--- src/adc_autoscan_map.vh ---
`ifndef ADC_AUTOSCAN_MAP_VH
`define ADC_AUTOSCAN_MAP_VH

// register offsets
`define ADDR_DATA0 5'h00
`define ADDR_LT6 5'h08
`define ADDR_LT7 5'h09
`define ADDR_UT6 5'h0a
`define ADDR_UT7 5'h0b
`define ADDR_CMP 5'h0c
`define ADDR_CTL 5'h0d
`define ADDR_CFG 5'h0e
`define ADDR_IRQ 5'h0f

// control logic register fields
`define CTL_GO 0
`define CTL_REPEAT 1
`define CTL_EXT_EN 2
`define CTL_INT_EN 3
`define CTL_BIAS 4

// configuration register fields
`define CFG_FIRST_LO 0
`define CFG_DIV_LO 4

// interrupt control register fields
`define IRQ_EOC_MASK 0
`define IRQ_WIN_MASK 1
`define IRQ_LVL_LO 2
`define IRQ_WIN_PEND 6
`define IRQ_EOC_PEND 7

// compare result flag positions
`define CMP_LO6 4
`define CMP_UP6 5
`define CMP_LO7 6
`define CMP_UP7 7

// conversion timing, in divided ticks, and last and first watched channel
`define CONV_TICKS 8'd138
`define SAMPLE_TICKS 8'd84
`define LAST_CH 3'h7
`define WATCH_CH_A 3'h6

// interrupt vector codes
`define VEC_WIN 1'b0
`define VEC_EOC 1'b1

// reset values
`define CTL_RESET 8'h00
`define CFG_RESET 8'h00
`define IRQ_RESET 8'h00
`define THR_RESET 8'h00

`endif

--- src/adc_autoscan_sequencer.v ---
// Summary of operation
// one channel conversion lasts 138 divided ticks
// sampling phase lasts the first 84 divided ticks
// three-bit divide select picks the division factor; 100 gives 8, 111 gives 1
// each result is an 8-bit code taken from the converter core
// eight input channels, each with its own result register
// repeat mode bit one selects continuous, zero selects single mode
// conversion starts at first channel field and steps up to channel 7
// go bit set by software or trigger starts the scan
// single mode clears go after channel 7, raises end of conversion, idles
// continuous mode restarts at first channel until software clears go
// end of conversion request raised each time channel 7 completes
// new result overwrites old one, no overrun flag
// two window watchdogs flag out-of-window results and record which bound
// bias enable bit cleared means low-power idle, no conversions
// two maskable requests, fixed priority, programmable level up to 7
// external trigger pin or timer event may start a scan
// triggers ignored while go is set
// channels 6 and 7 watched; in range when below upper, at or above lower
// watchdog request served before end of conversion, which stays pending
// software sets bias enable 60 us before first start; halt clears it
// division factors held in a parameterised lookup table
`timescale 1ns/10ps
`default_nettype none
`include "adc_autoscan_map.vh"

module adc_autoscan_sequencer #(
	parameter [4:0] FDF_000 = 5'd16,
	parameter [4:0] FDF_001 = 5'd14,
	parameter [4:0] FDF_010 = 5'd12,
	parameter [4:0] FDF_011 = 5'd10,
	parameter [4:0] FDF_100 = 5'd8,
	parameter [4:0] FDF_101 = 5'd6,
	parameter [4:0] FDF_110 = 5'd4,
	parameter [4:0] FDF_111 = 5'd1
) (
	input wire clk_in, // 40 MHz clock
	input wire nrst_in, // synchronous reset, active low
	input wire [4:0] addr_in, // register address
	input wire [7:0] wdata_in, // write data
	input wire wr_in, // write strobe
	input wire rd_in, // read strobe
	output reg [7:0] rdata_out, // read data, cycle after rd_in
	input wire ext_trig_in, // external trigger pin
	input wire int_trig_in, // timer trigger event
	input wire halt_in, // core halt entry
	input wire [7:0] sar_result_in, // converter core result code
	output reg [2:0] channel_out, // multiplexer channel select
	output reg sample_out, // sample-and-hold tracking
	output reg convert_out, // conversion in progress
	output reg bias_out, // analog bias enable
	output reg irq_out, // interrupt request
	output reg irq_vector_out, // 0 watchdog, 1 end of conversion
	output reg [2:0] irq_level_out // interrupt priority level
);

	localparam ST_IDLE = 1'b0;
	localparam ST_CONV = 1'b1;

	reg state_q;
	reg [7:0] data_q [0:7];
	reg [7:0] lt6_q;
	reg [7:0] lt7_q;
	reg [7:0] ut6_q;
	reg [7:0] ut7_q;
	reg [3:0] cmp_q;
	reg go_q;
	reg repeat_q;
	reg ext_en_q;
	reg int_en_q;
	reg bias_q;
	reg [2:0] first_q;
	reg [2:0] div_sel_q;
	reg eoc_mask_q;
	reg win_mask_q;
	reg eoc_pend_q;
	reg win_pend_q;
	reg [2:0] level_q;
	reg [2:0] chan_q;
	reg [4:0] pre_q;
	reg [7:0] tick_q;
	reg ext_prev_q;
	reg int_prev_q;

	// division factor lookup
	function [4:0] fdf_of;
		input [2:0] sel;
		begin
			case (sel)
				3'h0: fdf_of = FDF_000;
				3'h1: fdf_of = FDF_001;
				3'h2: fdf_of = FDF_010;
				3'h3: fdf_of = FDF_011;
				3'h4: fdf_of = FDF_100;
				3'h5: fdf_of = FDF_101;
				3'h6: fdf_of = FDF_110;
				default: fdf_of = FDF_111;
			endcase
		end
	endfunction

	// window check: high bit upper breach, low bit lower breach
	function [1:0] window_of;
		input [7:0] v;
		input [7:0] lo;
		input [7:0] up;
		begin
			window_of = {(v >= up), (v < lo)};
		end
	endfunction

	wire [4:0] fdf = fdf_of(div_sel_q); // see R3
	// >= so a divide change mid-conversion cannot let the prescaler run past
	wire tick = (pre_q >= fdf - 5'd1);
	wire conv_end = (state_q == ST_CONV) && tick && (tick_q == `CONV_TICKS - 8'd1);
	wire last_ch = (chan_q == `LAST_CH);

	wire ext_edge = ext_en_q && ext_trig_in && !ext_prev_q;
	wire int_edge = int_en_q && int_trig_in && !int_prev_q;
	wire trig = (ext_edge || int_edge) && !go_q; // see R16

	wire wr_ctl = wr_in && (addr_in == `ADDR_CTL);
	wire wr_irq = wr_in && (addr_in == `ADDR_IRQ);
	wire sw_go_set = wr_ctl && wdata_in[`CTL_GO];
	wire sw_go_clr = wr_ctl && !wdata_in[`CTL_GO];
	wire wr_cfg = wr_in && (addr_in == `ADDR_CFG);
	wire wr_lt6 = wr_in && (addr_in == `ADDR_LT6);
	wire wr_lt7 = wr_in && (addr_in == `ADDR_LT7);
	wire wr_ut6 = wr_in && (addr_in == `ADDR_UT6);
	wire wr_ut7 = wr_in && (addr_in == `ADDR_UT7);
	wire rd_result = (addr_in < `ADDR_LT6);

	wire [1:0] win6 = window_of(sar_result_in, lt6_q, ut6_q);
	wire [1:0] win7 = window_of(sar_result_in, lt7_q, ut7_q);
	wire watched = conv_end && (chan_q >= `WATCH_CH_A);
	wire [1:0] win_hit = (chan_q == `LAST_CH) ? win7 : win6;
	wire win_event = watched && (win_hit != 2'b00);
	wire eoc_event = conv_end && last_ch;

	wire [3:0] cmp_set = !watched ? 4'h0 :
		(chan_q == `LAST_CH) ? {win7, 2'b00} : {2'b00, win6};

	// trigger edge history
	always @(posedge clk_in) begin
		if (!nrst_in) begin
			ext_prev_q <= 1'b0;
			int_prev_q <= 1'b0;
		end else begin
			ext_prev_q <= ext_trig_in;
			int_prev_q <= int_trig_in;
		end
	end

	// control, configuration and threshold registers
	always @(posedge clk_in) begin
		if (!nrst_in) begin
			repeat_q <= 1'b0;
			ext_en_q <= 1'b0;
			int_en_q <= 1'b0;
			bias_q <= 1'b0;
			first_q <= 3'h0;
			div_sel_q <= 3'h0;
			eoc_mask_q <= 1'b0;
			win_mask_q <= 1'b0;
			level_q <= 3'h0;
			lt6_q <= `THR_RESET;
			lt7_q <= `THR_RESET;
			ut6_q <= `THR_RESET;
			ut7_q <= `THR_RESET;
		end else begin
			if (wr_ctl) begin
				repeat_q <= wdata_in[`CTL_REPEAT];
				ext_en_q <= wdata_in[`CTL_EXT_EN];
				int_en_q <= wdata_in[`CTL_INT_EN];
				bias_q <= wdata_in[`CTL_BIAS];
			end
			if (halt_in)
				bias_q <= 1'b0;
			if (wr_cfg) begin
				first_q <= wdata_in[`CFG_FIRST_LO +: 3];
				div_sel_q <= wdata_in[`CFG_DIV_LO +: 3];
			end
			if (wr_irq) begin
				eoc_mask_q <= wdata_in[`IRQ_EOC_MASK];
				win_mask_q <= wdata_in[`IRQ_WIN_MASK];
				level_q <= wdata_in[`IRQ_LVL_LO +: 3];
			end
			if (wr_lt6)
				lt6_q <= wdata_in;
			if (wr_lt7)
				lt7_q <= wdata_in;
			if (wr_ut6)
				ut6_q <= wdata_in;
			if (wr_ut7)
				ut7_q <= wdata_in;
		end
	end

	// go bit: hardware set wins over any clear
	always @(posedge clk_in) begin
		if (!nrst_in) begin
			go_q <= 1'b0;
		end else if (trig || sw_go_set) begin
			go_q <= 1'b1;
		end else if (sw_go_clr) begin
			go_q <= 1'b0;
		end else if (eoc_event && !repeat_q) begin
			go_q <= 1'b0;
		end
	end

	// sequencer
	always @(posedge clk_in) begin
		if (!nrst_in) begin
			state_q <= ST_IDLE;
			chan_q <= 3'h0;
			pre_q <= 5'h00;
			tick_q <= 8'h00;
		end else begin
			case (state_q)
				ST_IDLE: begin
					pre_q <= 5'h00;
					tick_q <= 8'h00;
					if (go_q && bias_q) begin
						chan_q <= first_q;
						state_q <= ST_CONV;
					end
				end
				ST_CONV: begin
					if (!go_q || !bias_q) begin
						state_q <= ST_IDLE;
					end else begin
						pre_q <= tick ? 5'h00 : pre_q + 5'd1;
						if (tick)
							tick_q <= conv_end ? 8'h00 : tick_q + 8'd1;
						if (conv_end) begin
							if (!last_ch)
								chan_q <= chan_q + 3'd1;
							else if (repeat_q)
								chan_q <= first_q;
							else
								state_q <= ST_IDLE;
						end
					end
				end
				default: state_q <= ST_IDLE;
			endcase
		end
	end

	// result registers
	genvar g;
	generate
		for (g = 0; g < 8; g = g + 1) begin : res
			localparam [2:0] CH_G = g;
			wire load_g = conv_end && (chan_q == CH_G);
			wire poke_g = wr_in && (addr_in == `ADDR_DATA0 + {2'b00, CH_G});
			always @(posedge clk_in) begin
				if (!nrst_in)
					data_q[g] <= 8'h00;
				else if (load_g)
					data_q[g] <= sar_result_in; // see R4 see R5
				else if (poke_g)
					data_q[g] <= wdata_in;
			end
		end
	endgenerate

	// pending flags and compare result; hardware set wins
	always @(posedge clk_in) begin
		if (!nrst_in) begin
			eoc_pend_q <= 1'b0;
			win_pend_q <= 1'b0;
			cmp_q <= 4'h0;
		end else begin
			if (eoc_event)
				eoc_pend_q <= 1'b1; // see R9
			else if (wr_irq)
				eoc_pend_q <= wdata_in[`IRQ_EOC_PEND];
			if (win_event)
				win_pend_q <= 1'b1;
			else if (wr_irq)
				win_pend_q <= wdata_in[`IRQ_WIN_PEND];
			if (win_event)
				cmp_q <= cmp_q | cmp_set;
			else if (wr_irq && !wdata_in[`IRQ_WIN_PEND])
				cmp_q <= 4'h0;
		end
	end

	// interrupt outputs
	always @(posedge clk_in) begin
		if (!nrst_in) begin
			irq_out <= 1'b0;
			irq_vector_out <= `VEC_WIN;
			irq_level_out <= 3'h0;
		end else begin
			irq_out <= (win_pend_q && win_mask_q) || (eoc_pend_q && eoc_mask_q);
			irq_vector_out <= (win_pend_q && win_mask_q) ? `VEC_WIN : `VEC_EOC;
			irq_level_out <= level_q;
		end
	end

	// converter core controls
	always @(posedge clk_in) begin
		if (!nrst_in) begin
			channel_out <= 3'h0;
			sample_out <= 1'b0;
			convert_out <= 1'b0;
			bias_out <= 1'b0;
		end else begin
			channel_out <= chan_q;
			sample_out <= (state_q == ST_CONV) && (tick_q < `SAMPLE_TICKS);
			convert_out <= (state_q == ST_CONV);
			bias_out <= bias_q;
		end
	end

	// register read port
	always @(posedge clk_in) begin
		if (!nrst_in) begin
			rdata_out <= 8'h00;
		end else if (rd_in) begin
			case (addr_in)
				`ADDR_LT6: rdata_out <= lt6_q;
				`ADDR_LT7: rdata_out <= lt7_q;
				`ADDR_UT6: rdata_out <= ut6_q;
				`ADDR_UT7: rdata_out <= ut7_q;
				`ADDR_CMP: rdata_out <= {cmp_q, 4'h0};
				`ADDR_CTL: rdata_out <= {3'h0, bias_q, int_en_q, ext_en_q, repeat_q, go_q};
				`ADDR_CFG: rdata_out <= {1'b0, div_sel_q, 1'b0, first_q};
				`ADDR_IRQ: rdata_out <= {eoc_pend_q, win_pend_q, 1'b0, level_q,
					win_mask_q, eoc_mask_q};
				default: rdata_out <= rd_result ? data_q[addr_in[2:0]] : 8'h00;
			endcase
		end else begin
			rdata_out <= 8'h00;
		end
	end

endmodule
`default_nettype wire

--- config.mk ---
export PLATFORM = sky130hd
export DESIGN_NAME = adc_autoscan_sequencer
export DESIGN_NICKNAME = d
export VERILOG_FILES = /design/src/adc_autoscan_sequencer.v
export VERILOG_INCLUDE_DIRS = /design/src /design/src/src
export SDC_FILE = /design/constraint.sdc
export NUM_CORES = 1
export LEC_CHECK = 0
export BUFFER_PORTS_ARGS = -buffer_cell sky130_fd_sc_hd__buf_2
export CORE_MARGIN = 8
export CORE_UTILIZATION = 62
export DETAILED_ROUTE_END_ITERATION = 10
export GPL_TIMING_DRIVEN = 0
export PLACE_DENSITY = 0.81
export SYNTH_ARGS = -nofsm -noshare
export SYNTH_HDL_FRONTEND = slang
export SYNTH_SLANG_ARGS = --single-unit
--- constraint.sdc ---
create_clock -name clk_in -period 3.65 [get_ports clk_in]
set_clock_uncertainty 0.1 [all_clocks]
set_input_delay 0.1825 -clock clk_in [delete_from_list [all_inputs] [get_ports clk_in]]
set_output_delay 0.1825 -clock clk_in [all_outputs]
set_load 0.01 [all_outputs]
==> run summary <==
In the synthesized netlist, the number of instances is 825. The endpoint of the most critical register-to-register path is data_q[4][6]. The tools report the max-slew headroom at the worst pin as 31.40%.

The number of flip-flops and latches in the synthesized netlist was 156. The worst min-delay path endpoint is ut6_q[3]. The maximum number of pins on one net before global-route repair is 17, and the total clock sinks is 156. The worst hold path class is input port to register. Setup repair after global routing left no endpoint under its margin. The clock transition at the registers of the reported paths was 0.07 ns; the total setup violations reported at the end of the flow was 0. After detailed routing, the number of vias per cell comes to 6.740. The total overflow reported by the global router was 0.

The startpoint class of the critical path was a register. The number of cells on the worst reg-to-reg path is 10. The worst hold path begins at wdata_in[3].

The H-tree generated during clock tree synthesis spans 4 levels. The worst-case IR drop observed on VDD is 0.3049 mV. Once layout is complete, the utilization of the core stands at 72.03%.

The tools report the count of synthesis-stage warnings from yosys as 0. The highest clock frequency the design can meet is 0.3117 GHz, and the number of instances resized during post-cts repair is 0. The signal on the critical path passes through nand3_1 > ha_1 > nor2b_4 > o21ai_2 > a31oi_2 > buf_6 > or4_4 > buf_6 > buf_6 > o211ai_1. The share of layout cells above drive strength 1 came out at 15.97%. The tree is rooted in a sky130_fd_sc_hd__clkbuf_16. The worst setup path is captured at a register. The flow ran to the end, and the final reports show no timing, DRC or antenna violations. The part of the Yosys area used for sequential elements is 44.75%, and the routed wirelength normalized by instance count is 23.75 µm. For the pin with the worst max-slew slack, the measured transition is 1.024 ns. The mapped netlist covers 8411 µm². The congestion estimate from routability-driven global placement came to 1.016. In the final layout, the multi-input gates occupy 4195 µm². Across all layers, the routed design uses 7306 vias. The logs give 7192 for the number of global-route vias before repair and 42 for the number of core rows. 0 antenna diodes ended up in the layout. The logs give 0 for the number of routed nets with antenna violations and 0.44 ns for the internal reg-to-reg setup slack. After the first detailed-routing iteration, the DRC count stood at 1047. In the layout the commonest cells are sky130_fd_sc_hd__nand2_1 (92), sky130_fd_sc_hd__dfxtp_1 (92), sky130_fd_sc_hd__edfxtp_1 (64).

In the global route stage, overall resource usage came out at 29.51%. TritonCTS built the clock tree. The worst-skew pair later-pin latency was 0.44 ns; the count of flip-flops with a built-in enable after synthesis was 64.

The stage delay of the slowest cell on the critical path was 0.51 ns. The largest individual stage delay along the critical path comes from the cell sky130_fd_sc_hd__or4_4. During placement, the flow inserted port buffers numbering 44. TritonCTS created 17 clock buffers. The floorplan step defined a die boundary enclosing 17550 µm². The tools report the final HPWL from detailed placement as 18690 µm. Counting I/O delays and the setup requirement, the final critical path takes 3.209 ns. The number of antenna violations at the first check in global routing is 0, and the worst hold path stage count is 3. The number of optimization iterations in the first detailed-route pass was 6.

In this run the horizontal extent of the chip is 132.5 µm. After synthesis, the netlist uses 64 different library cells. Number of failing hold endpoints at the final stage: 0. The post-route clock period utilization was 87.90%. Counting stages on the worst path, the most repeated cell is sky130_fd_sc_hd__buf_6. Max-cap violations in this run came to 0.

The filler cells instantiated in the layout total 1007. For the area inside the core boundary, the log shows 13240 µm². The main flop type after synthesis is sky130_fd_sc_hd__dfxtp_1.

Starting density of the core: 63.51%. Adding up every negative setup slack in the final design gives 0 ns. In this run the power density over the cells is 424.8 nW/µm². The die is 132.5 µm tall.

The total leakage power is 3.489 nW. For this run, asynchronously set or reset flops after synthesis account for 0%. The number of nets handed over by synthesis was 897.

The path type of the worst setup path was register to register. After detailed routing, the number of remaining DRC violations is 0. For the worst setup path, the data required time is 3.60 ns. In this run the worst path has a maximum fanout of 10. The final net count is 967, and the first-pass GRT wire length is 39940 µm. The total wire length after detailed routing was 25740 µm; the arrival time of data at the critical path endpoint was 3.16 ns.

The storage element area came out at 3764 µm². For this design the top-level I/O count stands at 47. The layout-stage area growth over the synthesis result works out to 13.42%.

In this run the critical register-to-register path is launched from div_sel_q[1]. The tools report the number of buffers on the longest clock path as 2. The synthesized area per cell was 10.19 µm².

For the final number of max-transition violations, the log shows 0.
## metal layers
metal  up-vias  GRT usage (%)  part of all wire [%]
met2       501          48.32                    48
met4         0          15.14                   4.3
met5         -              0                     0
li1       3203              -                     -
met1      3508          36.74                    39
met3        94          5.223                   9.0
## logic make-up after synthesis
family	after synthesis	synth area share, %
DFF	156	44.75
AOI/OAI and AO/OA	204	19.12
buffers and inverters	105	5.370
other	1	0.04459
muxes	44	7.899
xor gates and xnor gates	10	1.041
adders and majority gates	44	6.546
and+or+nand+nor	261	15.23
## how the worst max path moves through the flow
stage,slack [ns],from,end
final,0.44,div_sel_q[1],data_q[4][6]
after global routing,0.35,div_sel_q[1],data_q[4][6]
after global placement,0.56,div_sel_q[2],data_q[4][7]
after detailed placement,0.49,div_sel_q[2],data_q[4][7]
after floorplan,0.92,div_sel_q[2],data_q[4][0]
after CTS,0.47,div_sel_q[2],data_q[4][6]
## state kept, by name, summed over array words and instances (netlist names), 4 cells and up
name,count
ut7_q,8
data_q,64
ut6_q,8
tick_q,8
cmp_q,4
pre_q,5
lt6_q,8
lt7_q,8
rdata_out,8
## stage by stage
stage	power, W	std cells	setup WS (ns)	area (µm²)	hold slack, ns
floorplan	0.002093	825	0.9191	8411	0.1586
global placement	0.002201	1045	0.5552	8851	0.2538
detailed placement	0.002217	1045	0.4934	8851	0.2560
CTS	0.004042	1084	0.4728	9539	0.002045
global route	0.004149	1084	0.3520	9539	0.01574
finish	0.004052	1084	0.4415	9539	0.01805
## area by class of cell
class	instances	share of cell area, %
inverter	44	1.731
timing repair buffer	51	3.043
clock buffer	19	4.761
clock inverter	13	1.718
multi-input combinational	564	43.98
buffer	61	3.004
tap	176	2.308
sequential	156	39.45
## report_power, final
group          internal [W]  switching [W]  leakage, nW  total [W]
sequential          0.00186      0.0000183         1.35    0.00188
clock               0.00112       0.000738        0.303    0.00186
combinational      0.000113       0.000203         1.83   0.000315
## timing repair
item	CTS	global route
hold buffers	7	0
setup buffers	0	0
endpoints found under the hold margin	11	0
## cells in the mapped netlist, types with 4 or more instances
cell type                   n  area (µm²)
sky130_fd_sc_hd__nor2b_1   12       75.07
sky130_fd_sc_hd__nor2_1    36       135.1
sky130_fd_sc_hd__xor2_1     8       70.07
sky130_fd_sc_hd__o21ai_2    9       78.83
sky130_fd_sc_hd__a22oi_1   14       105.1
sky130_fd_sc_hd__o22ai_1    4       25.02
sky130_fd_sc_hd__a31oi_1    4       25.02
sky130_fd_sc_hd__mux2i_1   18       180.2
sky130_fd_sc_hd__nor3b_1    4       30.03
sky130_fd_sc_hd__nor3_1    11       55.05
sky130_fd_sc_hd__a211oi_1   5       37.54
sky130_fd_sc_hd__nand2_1   92       345.3
sky130_fd_sc_hd__ha_1      44       550.5
sky130_fd_sc_hd__a22o_1    56       490.5
sky130_fd_sc_hd__nand3_1   57       285.3
sky130_fd_sc_hd__mux2_2     9       101.4
sky130_fd_sc_hd__and3_1     6       37.54
sky130_fd_sc_hd__a21oi_1   14       70.07
sky130_fd_sc_hd__buf_1     11       41.29
sky130_fd_sc_hd__inv_1     43       161.4
sky130_fd_sc_hd__dfxtp_1   92        1842
sky130_fd_sc_hd__buf_2     13       65.06
sky130_fd_sc_hd__a21boi_0  34       255.2
sky130_fd_sc_hd__o21ai_0   18       90.09
sky130_fd_sc_hd__clkbuf_1  31       116.4
sky130_fd_sc_hd__a311oi_2   5       75.07
sky130_fd_sc_hd__mux4_2    17       382.9
sky130_fd_sc_hd__and4_1     8       70.07
sky130_fd_sc_hd__nand2b_1   8       50.05
sky130_fd_sc_hd__and2_1     6       37.54
sky130_fd_sc_hd__a222oi_1   5       50.05
sky130_fd_sc_hd__buf_6      5       56.30
sky130_fd_sc_hd__a41oi_1    4       35.03
sky130_fd_sc_hd__edfxtp_1  64        1922
sky130_fd_sc_hd__nand4_1    6       37.54
sky130_fd_sc_hd__o211ai_1  12       90.09
## worst max-delay path, delay by kind of cell, from the launching register on
kind	cells	cell delay, ns
adder cells (fa/ha/maj)	1	0.33
buffers and inverters	3	0.49
AND/OR/NAND/NOR	3	0.68
flip-flops	1	0.43
AO/OA/AOI/OAI	3	0.78
Power figures use the tool's default switching activity.
